--- src/spm_pkg.sv ---
// Constants and carrier types for the serial pin mux and port register block.
// Assumes a single system clock and a plain register port on the same clock.
package spm_pkg;

  localparam int ADDR_W = 4;
  localparam int DATA_W = 8;
  localparam int CHANNELS = 2;
  localparam int LOW_PINS = 6;

  // Register indices on the plain register port
  localparam logic [3:0] ADDR_PIN_DIRECTION_CTRL = 4'h0;
  localparam logic [3:0] ADDR_OUTPUT_LEVEL_STORE = 4'h1;
  localparam logic [3:0] ADDR_PIN_LEVEL_READBACK = 4'h2;
  localparam logic [3:0] ADDR_LOW_PORT_DIR = 4'h3;
  localparam logic [3:0] ADDR_LOW_PORT_DATA = 4'h4;

  // Reset values, and the value read at unmapped addresses
  localparam logic [7:0] RST_PIN_DIRECTION_CTRL = 8'h00;
  localparam logic [7:0] RST_OUTPUT_LEVEL_STORE = 8'h00;
  localparam logic [5:0] RST_LOW_PORT = 6'h00;
  localparam logic [7:0] READ_UNMAPPED = 8'h00;

  // Low port bit positions per channel: clock pin, transmit pin, receive pin
  localparam int POS_CLK0 = 0;
  localparam int POS_TX0 = 1;
  localparam int POS_RX0 = 2;
  localparam int CH_STRIDE = 3;

  // Bus width is 8 bits only when all area width bits are set
  localparam logic [2:0] AREA_ALL_NARROW = 3'h7;

  // Controls and data from one serial channel controller
  typedef struct packed {
    logic rx_on_bit;
    logic tx_on_bit;
    logic clock_select_low;
    logic clock_select_high;
    logic sync_mode;
    logic tx_data;
    logic clk_out;
  } spm_serial_ctrl_s;

  // Operating mode from system control
  typedef struct packed {
    logic external_bus_on;
    logic muxed_bus_on;
    logic [2:0] area_width_sel;
  } spm_mode_s;

endpackage

--- src/spm_port_top.sv ---
// Serial pin mux for the low six pins of the first port and the
// direction, data and pin-read registers of the second port.
// Assumes serial controllers, mode bits and bus controller are on clk_i;
// pin inputs are asynchronous and are synchronised here.
//
// The implementer's own choices: the placing of the registers and strobed register access.
`timescale 1ns/10ps
module spm_port_top
(
  input wire logic clk_i,
  input wire logic resetn_i,
  input wire logic [spm_pkg::ADDR_W-1:0] reg_addr_i,
  input wire logic [spm_pkg::DATA_W-1:0] reg_wdata_i,
  input wire logic reg_we_i,
  input wire logic reg_re_i,
  output logic [spm_pkg::DATA_W-1:0] reg_rdata_o,
  input wire spm_pkg::spm_mode_s mode_i,
  input wire spm_pkg::spm_serial_ctrl_s [spm_pkg::CHANNELS-1:0] serial_i,
  output logic [spm_pkg::CHANNELS-1:0] serial_rx_o,
  output logic [spm_pkg::CHANNELS-1:0] serial_clk_in_o,
  input wire logic [spm_pkg::LOW_PINS-1:0] low_pin_i,
  output logic [spm_pkg::LOW_PINS-1:0] low_pin_o,
  output logic [spm_pkg::LOW_PINS-1:0] low_pin_oe_o,
  input wire logic [spm_pkg::DATA_W-1:0] bus_data_out_i,
  input wire logic bus_data_oe_i,
  output logic [spm_pkg::DATA_W-1:0] bus_data_in_o,
  input wire logic [spm_pkg::DATA_W-1:0] port_pin_i,
  output logic [spm_pkg::DATA_W-1:0] port_pin_o,
  output logic [spm_pkg::DATA_W-1:0] port_pin_oe_o
);

  ////////////////////////////////////////////////////////////////////////
  // Registers and synchronisers

  logic [7:0] dir_reg;
  logic [7:0] data_reg;
  logic [5:0] low_dir_reg;
  logic [5:0] low_data_reg;
  logic [7:0] rdata_reg;
  logic [7:0] rdata_next;
  logic [7:0] port_meta_reg;
  logic [7:0] port_sync_reg;
  logic [5:0] low_meta_reg;
  logic [5:0] low_sync_reg;

  wire wr_dir = reg_we_i && (reg_addr_i == spm_pkg::ADDR_PIN_DIRECTION_CTRL);
  wire wr_data = reg_we_i && (reg_addr_i == spm_pkg::ADDR_OUTPUT_LEVEL_STORE);
  wire wr_low_dir = reg_we_i && (reg_addr_i == spm_pkg::ADDR_LOW_PORT_DIR);
  wire wr_low_data = reg_we_i && (reg_addr_i == spm_pkg::ADDR_LOW_PORT_DATA);

  // Pin register has no write decode at all
  always_ff @(posedge clk_i or negedge resetn_i)
  begin
    if (!resetn_i)
    begin
      dir_reg <= spm_pkg::RST_PIN_DIRECTION_CTRL;
      data_reg <= spm_pkg::RST_OUTPUT_LEVEL_STORE;
      low_dir_reg <= spm_pkg::RST_LOW_PORT;
      low_data_reg <= spm_pkg::RST_LOW_PORT;
    end
    else
    begin
      if (wr_dir)
        dir_reg <= reg_wdata_i;
      if (wr_data)
        data_reg <= reg_wdata_i;
      if (wr_low_dir)
        low_dir_reg <= reg_wdata_i[5:0];
      if (wr_low_data)
        low_data_reg <= reg_wdata_i[5:0];
    end
  end

  // Pins are asynchronous to clk_i
  always_ff @(posedge clk_i or negedge resetn_i)
  begin
    if (!resetn_i)
    begin
      port_meta_reg <= 8'h00;
      port_sync_reg <= 8'h00;
      low_meta_reg <= 6'h00;
      low_sync_reg <= 6'h00;
    end
    else
    begin
      port_meta_reg <= port_pin_i;
      port_sync_reg <= port_meta_reg;
      low_meta_reg <= low_pin_i;
      low_sync_reg <= low_meta_reg;
    end
  end

  ////////////////////////////////////////////////////////////////////////
  // Second port mode and pin drive

  wire narrow_bus = (mode_i.area_width_sel == spm_pkg::AREA_ALL_NARROW);
  // Multiplexed mode runs the port as in single-chip mode
  wire ext16 = mode_i.external_bus_on && !mode_i.muxed_bus_on && !narrow_bus;

  // Data bus owns the pins in 16-bit mode, direction bits ignored
  assign port_pin_oe_o = ext16 ? {8{bus_data_oe_i}} : dir_reg;
  assign port_pin_o = ext16 ? bus_data_out_i : data_reg;
  assign bus_data_in_o = port_sync_reg;

  // Output bits read back the stored level, inputs the pin
  wire [7:0] pin_read_val = (dir_reg & data_reg) | (~dir_reg & port_sync_reg);

  ////////////////////////////////////////////////////////////////////////
  // Serial pin mux on the low port

  // Clock pin drives when the channel makes its own clock; an outside clock always wins
  function automatic logic clk_pin_drives(input spm_pkg::spm_serial_ctrl_s s);
    clk_pin_drives = !s.clock_select_high && (s.sync_mode || s.clock_select_low);
  endfunction

  genvar ch;
  generate
    for (ch = 0; ch < spm_pkg::CHANNELS; ch = ch + 1)
    begin : g_ch
      localparam int PC = spm_pkg::POS_CLK0 + ch * spm_pkg::CH_STRIDE;
      localparam int PT = spm_pkg::POS_TX0 + ch * spm_pkg::CH_STRIDE;
      localparam int PR = spm_pkg::POS_RX0 + ch * spm_pkg::CH_STRIDE;
      wire clk_is_in = serial_i[ch].clock_select_high;
      wire clk_is_out = clk_pin_drives(serial_i[ch]);

      assign low_pin_oe_o[PR] = !serial_i[ch].rx_on_bit && low_dir_reg[PR];
      assign low_pin_o[PR] = low_data_reg[PR];
      assign serial_rx_o[ch] = low_sync_reg[PR];

      assign low_pin_oe_o[PT] = serial_i[ch].tx_on_bit || low_dir_reg[PT];
      assign low_pin_o[PT] = serial_i[ch].tx_on_bit ? serial_i[ch].tx_data : low_data_reg[PT];

      assign low_pin_oe_o[PC] = clk_is_out || (!clk_is_in && low_dir_reg[PC]);
      assign low_pin_o[PC] = clk_is_out ? serial_i[ch].clk_out : low_data_reg[PC];
      assign serial_clk_in_o[ch] = low_sync_reg[PC];
    end
  endgenerate

  ////////////////////////////////////////////////////////////////////////
  // Read path, answer in the next cycle

  // Direction registers are write-only and read as zero
  always_comb
  begin
    rdata_next = spm_pkg::READ_UNMAPPED;
    case (reg_addr_i)
      spm_pkg::ADDR_OUTPUT_LEVEL_STORE: rdata_next = data_reg;
      spm_pkg::ADDR_PIN_LEVEL_READBACK: rdata_next = pin_read_val;
      spm_pkg::ADDR_LOW_PORT_DATA: rdata_next = {2'b00, low_data_reg};
      default: rdata_next = spm_pkg::READ_UNMAPPED;
    endcase
  end

  always_ff @(posedge clk_i or negedge resetn_i)
  begin
    if (!resetn_i)
      rdata_reg <= 8'h00;
    else if (reg_re_i)
      rdata_reg <= rdata_next;
    else
      rdata_reg <= 8'h00;
  end

  assign reg_rdata_o = rdata_reg;
endmodule

--- config.mk ---
export PLATFORM = sky130hd
export DESIGN_NAME = spm_port_top
export DESIGN_NICKNAME = d
export VERILOG_FILES = /design/src/spm_pkg.sv /design/src/spm_port_top.sv
export SDC_FILE = /design/constraint.sdc
export NUM_CORES = 1
export LEC_CHECK = 0
export BUFFER_PORTS_ARGS = -buffer_cell sky130_fd_sc_hd__buf_2
export CAP_MARGIN = 20
export CORE_MARGIN = 2
export CORE_UTILIZATION = 51
export CTS_CLUSTER_DIAMETER = 200
export DETAILED_ROUTE_END_ITERATION = 10
export PLACE_DENSITY = 0.88
export SYNTH_ARGS = -nofsm -noshare
export SYNTH_HDL_FRONTEND = slang
export SYNTH_SLANG_ARGS = --single-unit
--- constraint.sdc ---
create_clock -name clk_i -period 1.9 [get_ports clk_i]
set_input_delay 0.095 -clock clk_i [delete_from_list [all_inputs] [get_ports clk_i]]
set_output_delay 0.095 -clock clk_i [all_outputs]
set_load 0.02 [all_outputs]
Word-level counts from Yosys, hierarchy flattened:

Index checks and enable logic that the tools add are counted.

* input port bits: 58
* word-level logic and storage cells: 51
* register bits after elaboration: 64

* muxes and demuxes: 8
* equal/unequal tests: 5
* reductions and logical operators: 25
* bitwise operators: 4

Operators by type and width (number)
* 8-bit 2-to-1 mux: 3
* 8-bit case mux with 3 select lines: 1
* 8-bit bitwise AND: 2
* 1-bit logical AND: 12
* 4-bit by 2-bit equality test with 1-bit output, second input constant: 2
* 8-bit NOT: 1
* 8-bit bitwise OR: 1
* 1-bit logical NOT: 6
* 1-bit logical OR: 6
* 4-bit by 1-bit equality test with 1-bit output, second input constant: 1
* 4-bit by 3-bit equality test with 1-bit output, second input constant: 1
* 4-bit logical NOT: 1
* 1-bit 2-to-1 mux: 4
* 3-bit equality test, second input constant: 1

Depth between registers and ports, before layout:

Gate-level depths: netlist (run 1).

* depth in word-level cells: 5
* depth in mapped cells: 5
* gate-level depth less buffers: 3

Least setup slack after synthesis (run 1):

No wires, ideal clock.

* path kind: input-to-reg
* start: in reg_addr_i[2] in the netlist's numbering
* end: reg low_dir_reg[0]
* data required time: 1775 ps
* arrival: 1035 ps
* cell stages on the path: 5
* path slack: 740 ps
* path through: buf_2 nor2_2 and4_1 buf_4 mux2_4

* longest elaborated chain between the ends: 2

RTL lines
* from (decl): RTL line spm_port_top.sv:12 `input wire logic [spm_pkg::ADDR_W-1:0] reg_addr_i,`
* 4-bit by 2-bit equality test with 1-bit output: RTL line spm_port_top.sv:48 `wire wr_low_dir = reg_we_i && (reg_addr_i == spm_pkg::ADDR_LOW_PORT_DIR);`
* 1-bit logical AND: RTL line spm_port_top.sv:48
* to (signal assigned): RTL line spm_port_top.sv:58 `low_dir_reg <= spm_pkg::RST_LOW_PORT;`
* to (signal assigned): RTL line spm_port_top.sv:68 `low_dir_reg <= reg_wdata_i[5:0];`
* to (decl): RTL line spm_port_top.sv:37 `logic [5:0] low_dir_reg;`

Every way passes these cells.
A chain may end at the register's enable or synchronous reset.

Final worst setup path (run 1):

* start: reg data_reg[6]
* end: out port_pin_o[6] in the netlist's numbering

* longest elaborated chain between the ends: 1

RTL lines
* from (decl): RTL line spm_port_top.sv:36 `logic [7:0] data_reg;`
* from (signal assigned): RTL line spm_port_top.sv:57 `data_reg <= spm_pkg::RST_OUTPUT_LEVEL_STORE;`
* from (signal assigned): RTL line spm_port_top.sv:66 `data_reg <= reg_wdata_i;`
* 8-bit 2-to-1 mux: RTL line spm_port_top.sv:102 `assign port_pin_o = ext16 ? bus_data_out_i : data_reg;`
* to (decl): RTL line spm_port_top.sv:28 `output logic [spm_pkg::DATA_W-1:0] port_pin_o,`

Every way passes these cells.

==> metrics, run 1 <==
worst-path fanout max 4; Area after DPL roughly 3200 um2; Routed WL approximately 5.9 mm; Final Cycle Share between 60 and 70%; distinct cell type count after synthesis 31; Synth area leader dfrtp_1; vias in the first global route between 1500 and 2000; Hold Crit Start reg_wdata_i[7]; Final Hold Fails 0; Area Growth Syn to Fin 36.0%; std cell rows 25; Post-CTS Setup Inserts 0; post-DP HPWL between 4 and 5 mm; slew margin rel. roughly 52%; router iterations before antenna repair 4; die width about 75 um; worst r2r src data_reg[4]; R2R setup slack roughly 860 ps; mapped cell area around 2600 um2; Detail Route Antenna Nets 0; WP buf/inv 1; max-slew violations 0; Syn Nets ~250; Mapped Cells 189; RSZ-0062 raised after global routing no; sequential fraction of the synthesis area about three fifths; largest net degree at the start of global routing between 60 and 70; Max Root-Sink Buffers 2; Crit Path Class register to output pin; minimum clock period after layout roughly 1300 ps; area of the die roughly 5700 um2; die height between 70 and 80 um; via/cell ratio 5.06; TNS Setup 0 ps; CP Capture Type output pin; FMAX 0.791 GHz; Worst Tran Pin Value a little over 700 ps; Critical Path RT about 1800 ps; clock skew around 3.3 ps; max incr delay on CP between 400 and 500 ps; Max H-tree Level 3; initial DRC count between 80 and 90; Min-Delay Path Class input port to register; core area about 4800 um2; Leak 1.81 nW; hold path cells 2; share of layout cells above drive strength 1 55.6%; crit start category register; remaining global-route overflow 0; Ant. Diodes 0; MaxCap Viol Count 0; Syn Area/Cell 13.7 um2; Starting Density 53.7%; Final Cell Area approximately 3500 um2; Slowest cell on crit path dfrtp_1; post_cts resized 0; worst-skew pair later-pin latency 330 ps; crit path DAT roughly 1200 ps; first-pass GRT wire length 9.25 mm; outcome complete, no violations; Synth top area share roughly three fifths; DRC 0; hold endpoint data_reg[7]; via count 1934; Fill cells around 330; antenna violations before repair 0; R2R depth 3; Wirelength per Cell roughly 15 um; hold_buf cts 13; clk slew on worst S/H paths roughly 60 ps; CP top delay family flip-flops; worst-path cell chain mux2_2, buf_2; GRT Total Usage a little under a quarter; Total Nets Final between 300 and 400; CTS Buf Count 9; # clock sinks 60; # IOs 106; CTS tree yes; worst vdd ir 0.000632 V; # setup viols final 0; RePlAce Congestion 0.767; root buf cell clkbuf_8; port buffer count 103; Synth area leaders dfrtp_1, mux2_2, and3b_1, mux2_4, a21o_1; R2R Path End reg_rdata_o[4]; pwr/cell area just over 1000 nW/um2; Synth Register Bits 60; yosys warns 0
routing by layer:
metal / wire [um] / vias to the layer above / GRT usage [%]
met5: 0 / - / 0
met1: 2430 / 928 / 28.1
met4: 57 / 0 / 10.1
li1: - / 921 / -
met2: 2920 / 80 / 36.7
met3: 458 / 5 / 7.63
cell usage in the layout (no fill, tap or decap), types with 6 or more instances in the layout:
master         synthesis  routed
nor2_1                 7       7
dlygate4sd3_1          0      13
a21o_1                 8       8
clkbuf_8               0      12
mux2_4                 6       6
buf_2                  2     103
o21ai_0                7       7
mux2_2                40      40
a21oi_1                6       6
nand2_1                8       8
dfrtp_1               60      60
and3b_1               12      12
area by class of cell:
cell class / count / area, um2 / share of cell area [%]
clock inverters: 4 / 70.1 / 1.99
well taps: 67 / 83.8 / 2.38
multi-input cells: 119 / 1030 / 29.2
inverters: 1 / 3.75 / 0.107
clock buffers: 12 / 165 / 4.69
repair buffers: 119 / 668 / 19.0
flip-flops and latches: 60 / 1500 / 42.7
worst max-delay path by stage:
stage	start	endpoint	slack (ps)	cells after the start
6_report	data_reg[6]	port_pin_o[6]	640	2
4_1_cts	data_reg[6]	port_pin_o[6]	620	2
3_5_place_dp	reg_addr_i[2]	low_dir_reg[5]	450	4
3_3_place_gp	reg_addr_i[2]	low_dir_reg[4]	520	4
2_1_floorplan	reg_addr_i[2]	low_dir_reg[0]	740	5
5_1_grt	data_reg[6]	port_pin_o[6]	590	2
logic make-up after synthesis:
logic type	count (synthesis)	synth area share [%]
AO/OA/AOI/OAI	24	5.66
XOR/XNOR	1	0.339
buffers and inverters	10	2.27
flip-flops	60	58.0
multiplexers	46	20.9
AND/OR/NAND/NOR	48	12.8
per-stage QoR:
stage / utilization, % / total power [mW] / setup slack [ps] / cells / hold WS [ps]
after detailed placement: 65.5 / 2.34 / 452 / 353 / 204
after global routing: 73.1 / 3.81 / 587 / 382 / 20.5
after CTS: 73.1 / 3.67 / 618 / 382 / 15.1
after global placement: 65.5 / 2.31 / 518 / 353 / 202
after floorplan: - / 2.07 / 740 / 189 / -201
final: 73.1 / 3.65 / 635 / 382 / 34.8
synth_stat cells, drive strengths merged:
library cell  number
xor2               1
dfrtp             60
nand3              4
and4               1
inv                1
a31oi              2
o2111ai            1
nand4b             2
or2                2
nand2              8
nor4b              2
and4b              1
clkbuf             2
a21o               8
o21ai              7
nand3b             3
nor3               2
a21oi              6
nor2               9
buf                7
and3b             12
mux2              46
nor2b              2
where the power goes:
part           internal [mW]  switching [mW]  leakage (nW)
registers               1.45           0.123         0.735
logic                  0.392           0.372         0.954
clock network          0.841           0.472         0.122
total                   2.68           0.968          1.81
(Power assumes the default switching activity.)
==> run 2: changes to the inputs <==
- CORE_UTILIZATION: 51 -> 43
- PLACE_DENSITY: 0.88 -> 0.79
- clock period: 1.9 -> 1.1 ns (I/O delays scaled with it)
==> run 2 against run 1 <==
Die area is 18% higher. Critical endpoint is now low_pin_o[1]. Utilization is 3.2 points lower. Clock-buffer cell count is 1 lower. Wire length is 19% higher. Clock power is 53% higher. Total power is 85% higher. Largest cell class unchanged. Cell area is 16% higher. Sequential power is 71% higher. Critical path type unchanged. The flow now finishes with violations (negative setup slack). Setup slack worse by 740 ps.
==> metrics, run 2 (synthesized netlist as in run 1, its figures left out) <==
largest net degree at the start of global routing 61; Area Growth Syn to Fin 58.0%; pwr/cell area 1650 nW/um2; Min-Delay Path Class input port to register; vias in the first global route 2084; Routed WL around 7.0 mm; DRC 0; GR Util met2 around 34%; Non-Filler Instances about 440; M3 GR Usage between 4 and 5%; worst-path cell chain mux2_4, buf_6; CP Capture Point low_pin_o[1]; Starting Density ~44%; Leak 2.13 nW; Final Cell Area about 4000 um2; Slowest cell on crit path dfrtp_1; GRT Total Usage between 20% and 30%; Crit Path Class register to output pin; failing checks negative setup slack; std cell rows 28; slew margin rel. slightly below 80%; met1 usage in global routing approximately a quarter; die height 81.6 um; first-pass GRT wire length 10.2 mm; share of layout cells above drive strength 1 ~60%; clock skew 8.23 ps; core area 5850 um2; # clock sinks 60; via/cell ratio 5.02; post-DP HPWL roughly 4.4 mm; WP buf/inv 1; Ant. Diodes 0; CP top delay family flip-flops; Area after DPL 3320 um2; Detail Route Antenna Nets 0; Final Hold Fails 0; hold slack ~13 ps; root buf cell clkbuf_8; worst-skew pair later-pin latency ~340 ps; GRT busiest layer met2; worst vdd ir 0.00117 V; Placed Cells 379; crit start category register; RePlAce Congestion just over 0.8; outcome finished, violations left; CTS Buf Count 9; Max H-tree Level 3; max-slew violations 0; Max Root-Sink Buffers 2; Final Cycle Share 110%; CTS tree yes; antenna violations before repair 0; RSZ-0062 raised after global routing yes; R2R setup slack around 20 ps; # IOs around 110; worst r2r src dir_reg[1]; port buffer count roughly 100; area of the die between 6000 and 7000 um2; router iterations before antenna repair 4; worst setup margin -109 ps; WP depth 2; minimum clock period after layout 1210 ps; CP Capture Type output pin; Setup crit start low_data_reg[1]; # setup viols final 16; clk slew on worst S/H paths 70 ps; most common cell after layout, fill and taps aside buf_2; via count 2205; FMAX 0.827 GHz; Wirelength per Cell roughly 16 um; Total Nets Final between 400 and 500; MaxCap Viol Count 0; leading cell types in the layout, fill and taps excluded buf_2, dfrtp_1, buf_4; worst-path fanout max 2; initial DRC count 105; Worst Tran Pin Value between 300 and 400 ps; Critical Path RT between 1000 and 1500 ps; crit path DAT between 1000 and 1500 ps; R2R depth 4; die width between 80 and 90 um; R2R Path End reg_rdata_o[1]; max incr delay on CP slightly below 400 ps; remaining global-route overflow 0
==> run 2: cell count changes in the layout (fill, tap and decap cells not counted), moves of 7 or more <==
cell           before  now
mux2_2             40   29
buf_6               0   21
dlygate4sd3_1      13   20
buf_2             103   82
buf_4               3   44
mux2_4              6   17
==> run 2: worst register-to-register path, stage by stage, from the launching register on <==
cell     delay (ps)
dfrtp_1         410
buf_6           130
mux2_4          300
nand2_1          70
a21oi_1          60
==> run 2: what timing repair did <==
action	4_1_cts	5_1_grt
hold endpoints to repair	92	0
hold buffers	20	0
setup buffers	22	3
setup endpoints to repair	24	27
resized for setup	43	18
pin swaps	2	4
==> run 2: worst min path at each step <==
stage / startpoint / to / slack [ps] / depth (start not counted)
2_1_floorplan: resetn_i / bus_data_in_o[0] / -240 / 0
6_report: reg_wdata_i[3] / low_dir_reg[3] / 10 / 2
4_1_cts: reg_wdata_i[3] / low_dir_reg[3] / 5 / 2
3_5_place_dp: resetn_i / port_meta_reg[7] / 80 / 2
5_1_grt: reg_wdata_i[3] / low_dir_reg[3] / 20 / 2
3_3_place_gp: resetn_i / port_meta_reg[6] / 80 / 2
==> run 2: routing by layer <==
layer  vias up  share of wire [%]  routed length, um
met3        19                6.3                440
met4         0                2.5                172
met5         -                  0                  0
met2        93                 50               3440
li1       1019                  -                  -
met1      1074                 42               2900
==> run 2: where the power goes <==
part / internal (mW) / switching (mW) / leakage, nW / total [mW]
Clock: 1.15 / 0.849 / 0.109 / 2.00
Combinational: 1.21 / 0.850 / 1.28 / 2.05
Sequential: 2.50 / 0.183 / 0.735 / 2.68
Total: 4.85 / 1.88 / 2.13 / 6.73
==> run 2: final cells by class <==
| class | instances | area, um2 |
|---|---|---|
| Timing Repair Buffer | 168 | 1200 |
| Tap cell | 75 | 93.8 |
| Sequential cell | 60 | 1500 |
| Clock inverter | 5 | 50.0 |
| Fill cell | 407 | 1760 |
| Multi-Input combinational cell | 119 | 1090 |
| Clock buffer | 11 | 151 |
| Inverter | 1 | 3.75 |
==> run 2: through the flow <==
stage	util, %	setup TNS [ps]	power (mW)	setup WS [ps]
2_1_floorplan	-	0	3.58	9.05
3_3_place_gp	56.7	-500	4.04	-42.4
3_5_place_dp	56.7	-981	4.09	-86.5
4_1_cts	68.7	-1290	6.62	-108
5_1_grt	69.9	-1710	7.01	-136
6_report	69.9	-1170	6.73	-109
